[config.mk]
export PLATFORM = sky130hd
export DESIGN_NAME = tsf_status_flags
export DESIGN_NICKNAME = d
export VERILOG_FILES = /design/src/logic/tsf_pkg.sv /design/src/logic/tsf_status_flags.sv
export VERILOG_INCLUDE_DIRS = /design/src /design/src/logic
export SDC_FILE = /design/constraint.sdc
export NUM_CORES = 1
export LEC_CHECK = 0
export ABC_AREA = 1
export BUFFER_PORTS_ARGS = -buffer_cell sky130_fd_sc_hd__buf_2
export CAP_MARGIN = 40
export CORE_AREA = 2 2 84 86
export DETAILED_ROUTE_END_ITERATION = 10
export DIE_AREA = 0 0 86 88
export MAX_ROUTING_LAYER = met4
export PLACE_DENSITY = 0.53
export SETUP_SLACK_MARGIN = 0.1
export SLEW_MARGIN = 10
export SYNTH_ARGS = -nofsm -noshare
export SYNTH_HDL_FRONTEND = slang
export SYNTH_SLANG_ARGS = --single-unit
[constraint.sdc]
create_clock -name clk_sys_i -period 1.8 [get_ports clk_sys_i]
set_input_delay 0.36 -clock clk_sys_i [delete_from_list [all_inputs] [get_ports clk_sys_i]]
set_output_delay 0.36 -clock clk_sys_i [all_outputs]
set_load 0.1 [all_outputs]
[src/logic/tsf_consts.svh]
// constants for the thermal status flag block
`ifndef TSF_CONSTS_SVH
`define TSF_CONSTS_SVH
`define TSF_NUM_CH            6
`define TSF_ADDR_W            7
`define TSF_SLAVE_ADDR        7'h1A
`define TSF_REG_OVERTEMP      8'h00
`define TSF_REG_DIODE_FAULT   8'h01
`define TSF_REG_CONFIG3       8'h02
`define TSF_OT_VALID_MASK     8'h39
`define TSF_DF_VALID_MASK     8'h7E
`define TSF_CFG3_VALID_MASK   8'h39
`define TSF_STATUS_RESET      8'h00
`endif

[src/logic/tsf_pkg.sv]
// types for the thermal status flag block
`default_nettype none
package tsf_pkg;
    typedef enum logic [3:0] {
        TSF_IDLE  = 4'b0000,
        TSF_ADDR  = 4'b0001,
        TSF_AACK  = 4'b0010,
        TSF_WDATA = 4'b0011,
        TSF_WACK  = 4'b0100,
        TSF_RDATA = 4'b0101,
        TSF_RACK  = 4'b0110,
        TSF_SKIP  = 4'b0111
    } tsf_state_t;
endpackage
`default_nettype wire

[src/logic/tsf_status_flags.sv]
// status flags, overtemperature output and two-wire slave of the temperature monitor
`timescale 1ns/1ps
`default_nettype none
`include "tsf_consts.svh"

// Summary of operation
// [RL1] channel 1 overtemperature sets status bit 0
// [RL2] channel 4 overtemperature sets status bit 3
// [RL3] channel 5 overtemperature sets status bit 4
// [RL4] channel 6 overtemperature sets status bit 5
// [RL5] diode faults channels 1-6 in bits 1-6
// [RL6] open or supply-tied anode flags diode fault
// [RL7] answer only at the fixed seven-bit address
// [RL8] faulted channels skipped by measurement sequence
// [RL9] masked channels never assert overtemperature output
// [RL10] flags zero at reset, reserved bits zero
module tsf_status_flags
    import tsf_pkg::*;
#(
    parameter logic [6:0] SLAVE_ADDR = `TSF_SLAVE_ADDR
) (
    input  wire logic       clk_sys_i,
    input  wire logic       reset_n_i,
    input  wire logic [5:0] ch_over_limit_i,
    input  wire logic [5:0] diode_open_i,
    input  wire logic [5:0] anode_at_supply_i,
    input  wire logic       smb_clk_i,
    input  wire logic       smb_data_i,
    output logic            smb_data_oe_n_o,
    output logic            overtemp_output_oe_n_o,
    output logic [5:0]      ch_measure_en_o
);

    // status flags, bus engine state and registered output stages
    logic [7:0] overtemp_status_q;
    logic [7:0] diode_fault_status_q;
    logic [7:0] config3_q;
    logic [7:0] ptr_q;
    logic [7:0] shift_q;
    logic [3:0] bit_cnt_q;
    logic       rw_q;
    logic       first_q;
    tsf_state_t state_q;
    logic       scl_q;
    logic       sda_q;
    logic       sda_oe_n_q;
    logic       ot_oe_n_q;
    logic [5:0] meas_en_q;

    // flag inputs and the masked output term
    wire logic [7:0] ot_next;
    wire logic [7:0] df_next;
    wire logic       ot_assert;
    wire logic [7:0] rd_value;

    // the fault gate uses the registered flag: a channel that faults in the same cycle
    // may show one cycle of overtemp, traded for a short path from the fault pins
    assign ot_next[0] = ch_over_limit_i[0] & ~diode_fault_status_q[1]; // [RL1]
    assign ot_next[1] = 1'b0;
    assign ot_next[2] = 1'b0;

    // channels 4..6 share one form; bit n-1 is channel n
    genvar g;
    generate
        for (g = 3; g < 6; g++) begin : g_ot
            assign ot_next[g] = ch_over_limit_i[g] & ~diode_fault_status_q[g+1]; // [RL2] [RL3] [RL4]
        end
        for (g = 0; g < 6; g++) begin : g_df
            assign df_next[g+1] = diode_open_i[g] | anode_at_supply_i[g]; // [RL5] [RL6]
        end
    endgenerate
    assign ot_next[7:6] = 2'b00;    // [RL10]
    assign df_next[0]   = 1'b0;     // [RL10]
    assign df_next[7]   = 1'b0;     // [RL10]

    // a set flag on an unmasked bit pulls the open-drain output low
    assign ot_assert = |(overtemp_status_q & ~config3_q & `TSF_OT_VALID_MASK); // [RL9]

    // pointer decode; unmapped pointers read zero and drop writes
    wire logic ptr_is_ot  = (ptr_q == `TSF_REG_OVERTEMP);
    wire logic ptr_is_df  = (ptr_q == `TSF_REG_DIODE_FAULT);
    wire logic ptr_is_cfg = (ptr_q == `TSF_REG_CONFIG3);

    // register read selection
    assign rd_value = ptr_is_ot  ? overtemp_status_q :
                      ptr_is_df  ? diode_fault_status_q :
                      ptr_is_cfg ? config3_q : 8'h00;

    // flags follow the live condition; no sticky clear path, so a cleared cause drops its flag on the next clock
    // limitation: a host sees a flag only while its cause still stands
    always_ff @(posedge clk_sys_i) begin
        if (!reset_n_i) begin
            overtemp_status_q    <= `TSF_STATUS_RESET; // [RL10]
            diode_fault_status_q <= `TSF_STATUS_RESET; // [RL10]
            ot_oe_n_q            <= 1'b1;
            meas_en_q            <= 6'h00;
        end else begin
            overtemp_status_q    <= ot_next & `TSF_OT_VALID_MASK;
            diode_fault_status_q <= df_next & `TSF_DF_VALID_MASK;
            ot_oe_n_q            <= ~ot_assert;                 // [RL9]
            meas_en_q            <= ~diode_fault_status_q[6:1]; // [RL8]
        end
    end

    // one sample stage on the bus pins; they arrive in this clock domain already,
    // so the stage serves edge detection only; reset to the idle-high level
    always_ff @(posedge clk_sys_i) begin
        if (!reset_n_i) begin
            scl_q <= 1'b1;
            sda_q <= 1'b1;
        end else begin
            scl_q <= smb_clk_i;
            sda_q <= smb_data_i;
        end
    end

    // bus edge and condition detection: live pins against their registered copies
    wire logic scl_rise = smb_clk_i & ~scl_q;
    wire logic scl_fall = ~smb_clk_i & scl_q;
    wire logic start_c  = smb_clk_i & scl_q & sda_q & ~smb_data_i;
    wire logic stop_c   = smb_clk_i & scl_q & ~sda_q & smb_data_i;
    wire logic byte_in  = (bit_cnt_q == 4'h8);
    wire logic addr_hit = (shift_q[7:1] == SLAVE_ADDR); // [RL7]

    // byte-level slave: pointer write, config 3 write, register read
    always_ff @(posedge clk_sys_i) begin
        if (!reset_n_i) begin
            state_q    <= TSF_IDLE;
            shift_q    <= 8'h00;
            bit_cnt_q  <= 4'h0;
            rw_q       <= 1'b0;
            first_q    <= 1'b0;
            ptr_q      <= 8'h00;
            config3_q  <= 8'h00;
            sda_oe_n_q <= 1'b1;
        end else begin
            // a start or stop wins over the byte state, so a host can always resync
            if (start_c) begin
                state_q    <= TSF_ADDR;
                bit_cnt_q  <= 4'h0;
                sda_oe_n_q <= 1'b1;
            end else if (stop_c) begin
                state_q    <= TSF_IDLE;
                sda_oe_n_q <= 1'b1;
            end else begin
                case (state_q)
                    TSF_ADDR, TSF_WDATA: begin
                        if (scl_rise && !byte_in) begin
                            shift_q   <= {shift_q[6:0], smb_data_i};
                            bit_cnt_q <= bit_cnt_q + 4'h1;
                        end else if (scl_fall && byte_in) begin
                            bit_cnt_q <= 4'h0;
                            if (state_q == TSF_ADDR) begin
                                // foreign address: stay off the bus until the next start or stop
                                if (addr_hit) begin // [RL7]
                                    rw_q       <= shift_q[0];
                                    first_q    <= 1'b1;
                                    sda_oe_n_q <= 1'b0;
                                    state_q    <= TSF_AACK;
                                end else begin
                                    state_q <= TSF_SKIP;
                                end
                            end else begin
                                if (first_q) begin
                                    ptr_q <= shift_q;
                                end else if (ptr_is_cfg) begin
                                    config3_q <= shift_q & `TSF_CFG3_VALID_MASK;
                                end
                                first_q    <= 1'b0;
                                sda_oe_n_q <= 1'b0;
                                state_q    <= TSF_WACK;
                            end
                        end
                    end
                    TSF_AACK, TSF_WACK: begin
                        // the ack slot ends at the next clock fall; a read loads its byte there
                        if (scl_fall) begin
                            if (rw_q) begin
                                shift_q    <= {rd_value[6:0], 1'b0};
                                sda_oe_n_q <= rd_value[7];
                                bit_cnt_q  <= 4'h1;
                                state_q    <= TSF_RDATA;
                            end else begin
                                sda_oe_n_q <= 1'b1;
                                state_q    <= TSF_WDATA;
                            end
                        end
                    end
                    TSF_RDATA: begin
                        // bit 7 went out at the ack fall; seven more falls shift the rest
                        if (scl_fall) begin
                            if (byte_in) begin
                                sda_oe_n_q <= 1'b1;
                                state_q    <= TSF_RACK;
                            end else begin
                                sda_oe_n_q <= shift_q[7];
                                shift_q    <= {shift_q[6:0], 1'b0};
                                bit_cnt_q  <= bit_cnt_q + 4'h1;
                            end
                        end
                    end
                    TSF_RACK: begin
                        // master nack ends the read; ack repeats the same register
                        if (scl_rise) begin
                            state_q <= smb_data_i ? TSF_SKIP : TSF_AACK;
                        end
                    end
                    default: begin
                        // idle and skip wait for the next start
                        state_q <= state_q;
                    end
                endcase
            end
        end
    end

    // every pin comes straight from a flop; a low enable pulls the line down
    assign smb_data_oe_n_o        = sda_oe_n_q;
    assign overtemp_output_oe_n_o = ot_oe_n_q;
    assign ch_measure_en_o        = meas_en_q;

endmodule
`default_nettype wire

# Yosys cells after proc, flatten, opt, wreduce, memory -nomap -nowiden
# Cells that the tools add are included.
# word_totals
register_bits,52
# op_classes
n_bitwise,35
eq_ne,28
mux,40
reduce_logical,21
n_addsub,1
# op_table
cell,n
two-way mux 8 bit,7
two-way mux 4 bit,13
AND reduction 7 bit,5
!= test 4 bit (second input constant),6
case mux 8 bit (3 select lines),1
!= test 2 bit (second input constant),10
case mux 4 bit (4 select lines),1
AND reduction 8 bit,2
NOT 1 bit,15
equality test 4 x 3 -> 1 bit (second input constant),3
two-way mux 1 bit,12
NOT 6 bit,2
case mux 4 bit (3 select lines),1
AND reduction 6 bit,2
bitwise AND 1 bit,11
two-way mux 3 bit,3
equality test 4 x 2 -> 1 bit (second input constant),2
equality test 8 x 1 -> 1 bit (second input constant),1
equality test 8 x 2 -> 1 bit (second input constant),1
logical NOT 8 bit,1
equality test 7 x 5 -> 1 bit (second input constant),1
bitwise AND 6 bit,1
two-way mux 6 bit,1
!= test 3 bit (second input constant),2
other kinds (13),21

# Logic depth before layout (Yosys ltp)
# Gate-level depths: netlist of the first run.
# depth
word_depth,8
ltp_mapped,13
mapped_depth_nobuf,12

# Worst setup path after synthesis of the first run
# Ideal clock, no wire load.
# synth_timing
path_type,reg-to-reg
start,register bit_cnt_q[0]
end,register shift_q[5]
stages_incl_launch_ff,14
slack_ns,0.191
arrival_time_ns,1.495
setup_time_ns,0.115
path_cell_list,dfxtp_1 -> inv_1 -> ha_1 -> nand2_1 -> nor2_1 -> nor2_1 -> nand2_1 -> nand2_2 -> nand2_2 -> nor2_4 -> buf_6 -> nand2_2 -> a21oi_2 -> nor2_1
# synth_between
elab_chain_cells,5
# synth_rtl
element,line,text
start: declaration,tsf_status_flags.sv:40,logic [3:0] bit_cnt_q;
start signal: assignment,tsf_status_flags.sv:150,bit_cnt_q <= bit_cnt_q + 4'h1;
start signal: assignment,tsf_status_flags.sv:198,bit_cnt_q <= bit_cnt_q + 4'h1;
equality test 4 bit (*),tsf_status_flags.sv:122,wire logic byte_in = (bit_cnt_q == 4'h8);
logical NOT 1 bit,tsf_status_flags.sv:148,if (scl_rise && !byte_in) begin
logical AND 1 bit,tsf_status_flags.sv:148,
!= test 2 bit (no source line),n/a,
AND reduction 8 bit (no source line) (*),n/a,
end signal: assignment,tsf_status_flags.sv:149,"shift_q <= {shift_q[6:0], smb_data_i};"
end signal: assignment,tsf_status_flags.sv:179,"shift_q <= {rd_value[6:0], 1'b0};"
end signal: assignment,tsf_status_flags.sv:197,"shift_q <= {shift_q[6:0], 1'b0};"
end: declaration,tsf_status_flags.sv:39,logic [7:0] shift_q;
# Every way passes the cells marked *; elsewhere a longest branch is shown, timed or not.
# A chain may end at the register's enable or synchronous reset.

# Worst setup path after layout of the first run
# layout_timing
start,register bit_cnt_q[1]
end,register ptr_q[2]
# layout_between
elab_chain_cells,5
# layout_rtl
element,line,text
equality test 4 bit (*),tsf_status_flags.sv:122,
logical NOT 1 bit,tsf_status_flags.sv:148,
logical AND 1 bit,tsf_status_flags.sv:148,
NOT 1 bit (no source line),n/a,
AND reduction 7 bit (no source line) (*),n/a,
end signal: assignment,tsf_status_flags.sv:165,ptr_q <= shift_q;
end: declaration,tsf_status_flags.sv:38,logic [7:0] ptr_q;
# Marks and branches as above.

==> results of run 1 <==
-- per-layer routing --
metal  track usage, %  vias to the layer above  share of wire (%)
li1                 -                     1179                  -
met1             22.3                      991                 53
met5                -                        -                  0
met2             23.5                       45                 41
met3             3.30                        6                4.5
met4             4.91                        0                1.3
-- final cells by class --
| cell class | instances | area (µm²) |
|---|---|---|
| fill | 689 | 3790 |
| clock buffer | 6 | 72.6 |
| clock inverter | 2 | 38.8 |
| inverter | 47 | 176 |
| timing repair buffer | 42 | 251 |
| sequential | 49 | 986 |
| multi-input combinational | 243 | 1230 |
| tap | 80 | 100 |
-- timing repair --
action / 4_1_cts / 5_1_grt
resized for setup: 0 / 17
pin swaps: 1 / 4
endpoints found under the setup margin: 2 / 26
buffers inserted: 1 / 0
-- power by group through the flow --
stage                     combinational [mW]  clock [mW]  sequential [mW]
after floorplan                         1.04           0             1.54
after global placement                  1.55           0             1.43
after detailed placement                1.55           0             1.43
after CTS                               1.57       0.813             1.41
after global routing                    1.80       0.855             1.44
final                                   1.61       0.785             1.42
-- flip-flops by register name, summed over array words and instances (netlist names) --
register                flops
overtemp_status_q           4
shift_q                     8
overtemp_output_oe_n_o      1
rw_q                        1
scl_q                       1
bit_cnt_q                   4
ch_measure_en_o             6
state_q                     3
config3_q                   4
ptr_q                       8
first_q                     1
smb_data_oe_n_o             1
sda_q                       1
diode_fault_status_q        6
-- placed cells by master, fill, tap and decap left out, types with 2 or more instances in the layout --
cell       n
nand3_2    4
clkbuf_8   5
nor3_1     2
nand3_1   28
nand4_1    3
a21oi_2    4
xor2_1     2
nand2_1   60
nor2_4     4
dfxtp_1   45
nor2_1    65
nor3b_1    3
dfxtp_2    4
o21ai_1    7
a21oi_1   20
nand2_4    2
buf_4     14
buf_2     27
inv_2      4
nand2_2   10
nor2_2     2
inv_1     43
o21ai_0   18
-- worst max path at each step --
stage | startpoint | end | slack [ns] | cells past startpoint
2_1_floorplan | bit_cnt_q[0] | shift_q[5] | 0.19 | 13
3_3_place_gp | bit_cnt_q[0] | shift_q[6] | 0.10 | 13
3_5_place_dp | bit_cnt_q[0] | shift_q[6] | 0.09 | 13
4_1_cts | bit_cnt_q[0] | shift_q[6] | 0.10 | 13
5_1_grt | bit_cnt_q[1] | config3_q[5] | 0.1 | 10
6_report | bit_cnt_q[1] | ptr_q[2] | 0.25 | 9
-- kinds of logic after synthesis --
family          after synthesis  synth area share, %
fa+ha+maj                     2                 1.05
xor+xnor                      2                0.733
buf+inv                      54                 9.05
compound gates               53                 12.2
flops                        49                 41.0
simple gates                186                 35.9
-- worst max-delay path, delay by kind of cell, from the launching register on --
kind | cells | cell delay, ns
buffers and inverters | 3 | 0.40
flip-flops | 1 | 0.33
AO/OA/AOI/OAI | 1 | 0.13
adder cells (fa/ha/maj) | 1 | 0.14
AND/OR/NAND/NOR | 4 | 0.48
==> reports/qor.yml, run 1 <==
status:
  run_status: "complete, no violations"
floorplan:
  die_w_um: 86
  start_util_pct: 36.0
  die_h_um: 88
  fp.dieArea_um2: 7570
  ios: 30
  core_area_um2: 6640
  row_count: 30
min_path:
  hold_class: "in -> reg"
  worstHoldPathCells: 3
  min_from: "diode_open_i[5]"
  whs_endpoint: "diode_fault_status_q[6]"
logic_synthesis:
  yosys-top-cells-area: "dfxtp_1 41%, nor2_1 11%, nand2_1 9.6%, inv_1 7.1%, nand3_1 5.9%"
  ys_ff_latch: 49
  seq_area_frac_synth_pct: 41.0
  ys.warnings.count: 0
  yosys-top-cells-count: "68 x nor2_1, 61 x nand2_1, 49 x dfxtp_1"
  synth_flop_cell: "dfxtp_1"
  synthArstFlopShare_pct: 0
  synth.avg_cell_area_um2: 6.91
  yosysTopAreaCell: "dfxtp_1"
  synth_edf_count: 0
  yosysMostFrequentCell: "nor2_1"
  synth_cell_types: 30
  syn_nets: 370
  synth_area_um2: 2390
  synthCells: 346
  synth_top_area_share_pct: 41.0
power_and_ir_drop:
  vdd_ir_drop_max_uv: 579
  pwr_density_cell_nw_per_um2: 1340
  pwr-share-comb_pct: 42.2
  cell_internal_pwr_mw: 2.23
  power.switching_mw: 1.58
  total_power_mw: 3.81
  seqPwrFrac_pct: 37.2
  clkPwrFrac_pct: 20.6
  p_leak_nw: 1.31
  switching_share_pct: 41.4
clock_network:
  cts_tree: "built"
  clk_path_buf_depth: 2
  cts.sinks: 49
  cts_root_buf: "clkbuf_8"
  clkSlewWorstSetupHoldPaths_ns: 0.09
  worst_skew_pair.late_latency_ns: 0.30
  htree_levels: 2
  cts_made_buffers: 5
  ctsHoldBuffers: 0
timing:
  hold_viol_final: 0
  finalCritPeriodShare_pct: 86.0
  max_freq_ghz: 0.646
  tns_ns: 0
  drv_slew: 0
  fin_worst_skew_ns: 0.00761
  worst_pin_slew_ns: 0.489
  setup-violations-final: 0
  relSlewSlack_pct: 67.6
  holdWs_ns: 0.259
  setup_ws_ns: 0.252
  min_period_ns: 1.55
  rsz0062_at_grt: "true"
cells_and_area:
  drive_above_1_share_pct: 22.4
  final_cells: 469
  n_antenna_cell: 0
  area_delta_synth_final_pct: 19.3
  final_core_util_pct: 42.9
  fin_area_um2: 2850
  final_nets: 412
global_route:
  antenna_found_initial: 0
  overflow: 0
  grt_pass1_vias: 2036
  grt_pass1_wl_um: 9390
  globalRouteTotalUtil_pct: 16.1
  grt_max_degree: 18
setup_path:
  startpoint_type: "flip-flop"
  timing_worst_setup_path_type: "reg -> reg"
  slowest_delay_ns: 0.33
  crit_top_cell: "inv_2"
  required_ns: 2.04
  r2r-end: "ptr_q[2]"
  cpMaxStageDelayCell: "dfxtp_2"
  end_kind: "flip-flop"
  r2r_cells: 9
  reg2reg_slack_ns: 0.25
  worst-path-max-fanout: 11
  cp.arrival_ns: 1.78
  r2r_start: "bit_cnt_q[1]"
  cp_cell_sequence: "inv_2 > ha_4 > nand3_1 > nor2_1 > nand2_1 > inv_2 > nand3_2 > buf_4 > a21oi_1"
detailed_routing:
  num_vias: 2221
  vias_per_cell: 4.74
  drt_wl_total_um: 5400
  wl_per_cell_um: 11.5
  ant_nets: 0
  dr.pass1.iters: 4
  drc: 0
  first_iter_violations: 126
placed_design:
  dp_hpwl_um: 4190
  post-place-ws_ns: 0.0889
  placed_cells: 460
  gp_congestion: 0.830
  place_area_um2: 2690
  numPortBuffers: 27
job:
  max-cap-violations: 0
Note: power is estimated with default switching activity, not from simulation.
==> run 2, diff against run 1 <==
--- a/config.mk
+++ b/config.mk
@@ -13,7 +13,7 @@
 export DETAILED_ROUTE_END_ITERATION = 10
 export DIE_AREA = 0 0 86 88
 export MAX_ROUTING_LAYER = met4
-export PLACE_DENSITY = 0.53
+export PLACE_DENSITY_LB_ADDON = 0.25
 export SETUP_SLACK_MARGIN = 0.1
 export SLEW_MARGIN = 10
 export SYNTH_ARGS = -nofsm -noshare
==> run 2 against run 1 <==
Compared with the run above: sequential cell count unchanged; count of clock-buffer cells in the layout fell by 1; clock power up 2.7%; setup slack lost 0.076 ns; sequential power hardly changed; highest routed layer unchanged; routed wire length is 0.96% higher; register-to-register slack worse by 0.08 ns; first-iteration DRC count is 5.6% higher; worst hold slack got worse by 0.015 ns; die area did not move; largest power group unchanged; maximum frequency fell by 4.7%.
==> reports/qor.yml, run 2 (synthesized netlist as in run 1, its figures left out) <==
setup_path:
  cp.arrival_ns: 1.83  # was 1.78 ns
  timing_worst_setup_path_type: "reg -> reg"  # unchanged
  startpoint_type: "flip-flop"  # unchanged
  worst-path-max-fanout: 7  # was 11
  reg2reg_slack_ns: 0.18  # was 0.25 ns
  required_ns: 2.01  # was 2.04 ns
  end_kind: "flip-flop"  # unchanged
  r2r_start: "bit_cnt_q[0]"  # was bit_cnt_q[1]
  r2r_cells: 13  # was 9
  r2r-end: "shift_q[5]"  # was ptr_q[2]
global_route:
  grt_max_degree: 25  # was 18
  grt_pass1_wl_um: 9310  # was 9390 µm
  grtUsageMet2_pct: 23.3  # was 23.5%
  gr-usage-met1_pct: 21.3  # was 22.3%
  globalRouteTotalUtil_pct: 15.9  # was 16.1%
  top_usage_layer: "met2"  # unchanged
  antenna_found_initial: 0  # unchanged
  overflow: 0  # unchanged
  use_met3_pct: 3.77  # was 3.30%
  grt_pass1_vias: 2022  # was 2,036
timing:
  drv_slew: 0  # unchanged
  finalCritPeriodShare_pct: 90.2  # was 86.0%
  fin_worst_skew_ns: 0.0126  # was 0.00761 ns
  setup-violations-final: 0  # unchanged
  hold_viol_final: 0  # unchanged
  worst_pin_slew_ns: 0.489  # about the same
  holdWs_ns: 0.244  # was 0.259 ns
  relSlewSlack_pct: 67.6  # about the same
  rsz0062_at_grt: "true"  # unchanged
  min_period_ns: 1.62  # was 1.55 ns
  max_freq_ghz: 0.616  # was 0.646 GHz
  tns_ns: 0  # unchanged
detailed_routing:
  vias_per_cell: 4.70  # was 4.74
  drt_wl_total_um: 5450  # was 5400 µm
  first_iter_violations: 133  # was 126
  drc: 0  # unchanged
  dr.pass1.iters: 4  # unchanged
  wl_per_cell_um: 11.7  # was 11.5 µm
  num_vias: 2189  # was 2,221
  ant_nets: 0  # unchanged
placed_design:
  numPortBuffers: 27  # unchanged
  gp_congestion: 0.958  # was 0.830
  dp_hpwl_um: 3990  # was 4190 µm
floorplan:
  ios: 30  # unchanged
  die_h_um: 88  # unchanged
  row_count: 30  # unchanged
  start_util_pct: 36.0  # unchanged
  core_area_um2: 6640  # unchanged
  die_w_um: 86  # unchanged
  fp.dieArea_um2: 7570  # unchanged
cells_and_area:
  final_nets: 409  # was 412
  n_antenna_cell: 0  # unchanged
  final_core_util_pct: 42.8  # was 42.9%
  fillCellCount: 688  # was 689
  final_common_cell: "nor2_1"  # unchanged
  area_delta_synth_final_pct: 19.0  # was 19.3%
  largestRegisters: "ptr_q x8, shift_q x8"  # unchanged
  drive_above_1_share_pct: 22.8  # was 22.4%
  multi_input_area_um2: 1230  # about the same
  regArea_um2: 987  # was 986 µm²
  final_cell_mix: "65 x nor2_1, 60 x nand2_1, 44 x dfxtp_1, 42 x inv_1, 28 x nand3_1"  # was 65 x nor2_1, 60 x nand2_1, 45 x dfxtp_1, 43 x inv_1, 28 x nand3_1
clock_network:
  cts.sinks: 49  # unchanged
  cts_root_buf: "clkbuf_8"  # unchanged
  clkSlewWorstSetupHoldPaths_ns: 0.10  # was 0.09 ns
  ctsHoldBuffers: 0  # unchanged
  worst_skew_pair.late_latency_ns: 0.31  # was 0.30 ns
  htree_levels: 2  # unchanged
  clk_path_buf_depth: 2  # unchanged
  cts_tree: "built"  # unchanged
  cts_made_buffers: 5  # unchanged
min_path:
  hold_class: "in -> reg"  # unchanged
  whs_endpoint: "diode_fault_status_q[6]"  # unchanged
  worstHoldPathCells: 3  # unchanged
  min_from: "diode_open_i[5]"  # unchanged
status:
  run_status: "complete, no violations"  # unchanged
power_and_ir_drop:
  p_leak_nw: 1.30  # was 1.31 nW
  pwr_density_cell_nw_per_um2: 1340  # about the same
  total_power_mw: 3.82  # was 3.81 mW
  vdd_ir_drop_max_uv: 521  # was 579 µV
job:
  max-cap-violations: 0  # unchanged
[run 2: how the worst max path moves through the flow]
stage,start,to,slack (ns),depth (start not counted)
floorplan,bit_cnt_q[0],shift_q[5],0.19,13
global placement,bit_cnt_q[0],shift_q[7],0.08,12
detailed placement,bit_cnt_q[0],shift_q[3],0.05,12
CTS,bit_cnt_q[0],shift_q[5],0.07,13
global route,bit_cnt_q[1],shift_q[5],0.04,13
finish,bit_cnt_q[0],shift_q[5],0.18,13
[run 2: per-stage QoR]
step	std cells	setup slack, ns	cell area (µm²)
after global placement	453	0.0762	2640
after detailed placement	453	0.0469	2640
after floorplan	346	0.191	2390
final	466	0.177	2850
after global routing	466	0.0372	2850
after CTS	463	0.0694	2770
[run 2: routing by layer]
layer | part of all wire, % | wire length [µm]
met3 | 5.4 | 296
met2 | 44 | 2390
met1 | 50 | 2710
met5 | 0 | 0
met4 | 1.0 | 55
[run 2: area by class of cell]
class	instances	area share [%]
flip-flops and latches	49	34.7
well taps	80	3.52
repair buffers	39	8.31
clock inverters	3	1.54
clock buffers	5	2.42
multi-input cells	243	43.3
inverters	47	6.20
[run 2: critical path, stage by stage (launching register included)]
cell and delay, ns:
dfxtp_2 0.34, inv_2 0.04, ha_4 0.15, nand2_2 0.07
nor2_4 0.05, nor2_2 0.12, nand2_1 0.07, nand2_2 0.09
nand2_2 0.07, nor2_4 0.21, buf_6 0.14, nand2_2 0.04
a21oi_2 0.09, nor2_1 0.04
[run 2: repair_timing]
item / 4_1_cts / 5_1_grt
endpoints found under the setup margin: 6 / 28
endpoints found under the hold margin: 0 / 0
gates resized for setup: 0 / 21
pin swaps: 1 / 6
setup buffers: 2 / 3
[run 2: power by group]
part | switching, mW | leakage [nW] | total (mW) | internal (mW)
sequential | 0.181 | 0.404 | 1.42 | 1.24
clock | 0.389 | 0.0585 | 0.806 | 0.417
combinational | 1.03 | 0.834 | 1.59 | 0.558
==> run 3, diff against run 2 <==
--- a/config.mk
+++ b/config.mk
@@ -14,6 +14,7 @@
 export DIE_AREA = 0 0 86 88
 export MAX_ROUTING_LAYER = met4
 export PLACE_DENSITY_LB_ADDON = 0.25
+export RECOVER_POWER = 25
 export SETUP_SLACK_MARGIN = 0.1
 export SLEW_MARGIN = 10
 export SYNTH_ARGS = -nofsm -noshare
==> run 3 against run 2 <==
Compared with the run above: clock power barely moved; cell count did not move; sequential cell count did not move; non-clock buffer count did not move.
==> reports/qor.yml, run 3 (synthesized netlist as in run 1, its figures left out) <==
status:
  run_status: "complete, no violations"  # unchanged
timing:
  relSlewSlack_pct: 34.5  # was 67.6%
  setup-violations-final: 0  # unchanged
  drv_slew: 0  # unchanged
  max_freq_ghz: 0.614  # was 0.616 GHz
  fin_worst_skew_ns: 0.0114  # was 0.0126 ns
  rsz0062_at_grt: "true"  # unchanged
  worst_pin_slew_ns: 0.983  # was 0.489 ns
  hold_viol_final: 0  # unchanged
  tns_ns: 0  # unchanged
  min_period_ns: 1.63  # was 1.62 ns
  finalCritPeriodShare_pct: 90.4  # was 90.2%
global_route:
  grt_pass1_wl_um: 9310  # unchanged
  globalRouteTotalUtil_pct: 15.9  # unchanged
  antenna_found_initial: 0  # unchanged
  grt_pass1_vias: 2022  # unchanged
  use_met3_pct: 3.77  # unchanged
  top_usage_layer: "met2"  # unchanged
  grt_max_degree: 25  # unchanged
  gr-usage-met1_pct: 21.3  # unchanged
  grtUsageMet2_pct: 23.3  # unchanged
  overflow: 0  # unchanged
clock_network:
  worst_skew_pair.late_latency_ns: 0.31  # about the same
  cts_tree: "built"  # unchanged
  ctsHoldBuffers: 0  # unchanged
  clkSlewWorstSetupHoldPaths_ns: 0.10  # about the same
  cts_root_buf: "clkbuf_8"  # unchanged
  cts_made_buffers: 5  # unchanged
  cts.sinks: 49  # unchanged
  clk_path_buf_depth: 2  # unchanged
  htree_levels: 2  # unchanged
setup_path:
  worst-path-max-fanout: 7  # unchanged
  critPathBufInv: 2  # unchanged
  timing_worst_setup_path_type: "reg -> reg"  # unchanged
  crit_top_cell: "nand2_2"  # unchanged
  cp.arrival_ns: 1.84  # was 1.83 ns
  startpoint_type: "flip-flop"  # unchanged
  cp_cell_sequence: "inv_2 > ha_4 > nand2_2 > nor2_4 > nor2_2 > nand2_1 > nand2_2 > nand2_2 > nor2_4 > buf_6 > nand2_2 > a21oi_2 > nor2_1"  # unchanged
  cpLargestDelayFamily: "simple AND/OR/NAND/NOR gates"  # unchanged
  cpMaxStageDelayCell: "dfxtp_2"  # unchanged
  end_kind: "flip-flop"  # unchanged
  slowest_delay_ns: 0.34  # about the same
  required_ns: 2.01  # about the same
detailed_routing:
  ant_nets: 0  # unchanged
  num_vias: 2211  # was 2,189
  drc: 0  # unchanged
  dr.pass1.iters: 5  # was 4
  first_iter_violations: 121  # was 133
  wl_per_cell_um: 11.8  # was 11.7 µm
  vias_per_cell: 4.74  # was 4.70
  drt_wl_total_um: 5480  # was 5450 µm
min_path:
  hold_class: "in -> reg"  # unchanged
placed_design:
  numPortBuffers: 27  # unchanged
  gp_congestion: 0.958  # unchanged
  dp_hpwl_um: 3990  # unchanged
cells_and_area:
  fillCellCount: 690  # was 688
  drive_above_1_share_pct: 22.3  # was 22.8%
  area_delta_synth_final_pct: 18.7  # was 19.0%
  final_nets: 409  # unchanged
  final_cell_mix: "65 x nor2_1, 60 x nand2_1, 44 x dfxtp_1, 42 x inv_1, 28 x nand3_1"  # unchanged
  largestRegisters: "ptr_q x8, shift_q x8"  # unchanged
  final_common_cell: "nor2_1"  # unchanged
  n_antenna_cell: 0  # unchanged
power_and_ir_drop:
  p_leak_nw: 1.29  # was 1.30 nW
  vdd_ir_drop_max_uv: 521  # about the same
  pwr_density_cell_nw_per_um2: 1350  # was 1340 nW/µm²
  total_power_mw: 3.83  # was 3.82 mW
floorplan:
  start_util_pct: 36.0  # unchanged
  die_h_um: 88  # unchanged
  row_count: 30  # unchanged
  die_w_um: 86  # unchanged
  core_area_um2: 6640  # unchanged
  fp.dieArea_um2: 7570  # unchanged
  ios: 30  # unchanged
job:
  max-cap-violations: 0  # unchanged
## run 3: cell types whose count changed in the layout (fill, tap and decap cells not counted)
| cell | before | now |
|---|---|---|
| clkbuf_1 | 0 | 2 |
| buf_4 | 9 | 7 |
## run 3: report_power, final
part	internal [mW]	switching (mW)	total, mW
clock network	0.417	0.392	0.809
registers	1.24	0.182	1.43
logic	0.557	1.04	1.59
total	2.22	1.61	3.83
## run 3: path summary, 6_finish.rpt
check / startpoint / to / slack [ns] / cells after the start
max: bit_cnt_q[0] / shift_q[5] / 0.17 / 13
min: diode_open_i[5] / diode_fault_status_q[6] / 0.24 / 3
max reg2reg: bit_cnt_q[0] / shift_q[5] / 0.17 / 13
min reg2reg: diode_fault_status_q[3] / ch_measure_en_o[2] / 0.42 / 1
## run 3: final cells by class
class | count | area (µm²) | share of cell area (%)
clock buffers | 5 | 68.8 | 2.43
well taps | 80 | 100 | 3.53
repair buffers | 39 | 229 | 8.07
flip-flops and latches | 49 | 987 | 34.8
clock inverters | 3 | 43.8 | 1.54
inverters | 47 | 176 | 6.22
multi-input cells | 243 | 1230 | 43.4
## run 3: per-stage QoR
step,instance area [µm²],setup WS (ns),cells,util [%],hold slack [ns]
2_1_floorplan,2390,0.191,346,-,0.393
3_3_place_gp,2640,0.0762,453,39.7,0.413
3_5_place_dp,2640,0.0469,453,39.7,0.407
4_1_cts,2770,0.0694,463,41.6,0.234
5_1_grt,2840,0.0340,466,42.7,0.244
6_report,2840,0.172,466,42.7,0.243
## run 3: routing by layer
layer / wire [µm] / share of wire [%]
met5: 0 / 0
met4: 65 / 1.2
met3: 282 / 5.1
met2: 2370 / 43
met1: 2760 / 50
## run 3: what timing repair did
item                       in CTS  in global routing
hold endpoints to repair        0                  0
gates resized for setup         0                 21
setup endpoints to repair       6                 28
pin swaps                       1                  6
buffers inserted                2                  3
## run 3: worst register-to-register path, cell delays in order (launching register included)
cell and delay, ns:
dfxtp_2 0.34, inv_2 0.04, ha_4 0.15, nand2_2 0.07, nor2_4 0.05, nor2_2 0.12
nand2_1 0.07, nand2_2 0.09, nand2_2 0.07, nor2_4 0.21, buf_6 0.14, nand2_2 0.04
a21oi_2 0.09, nor2_1 0.04
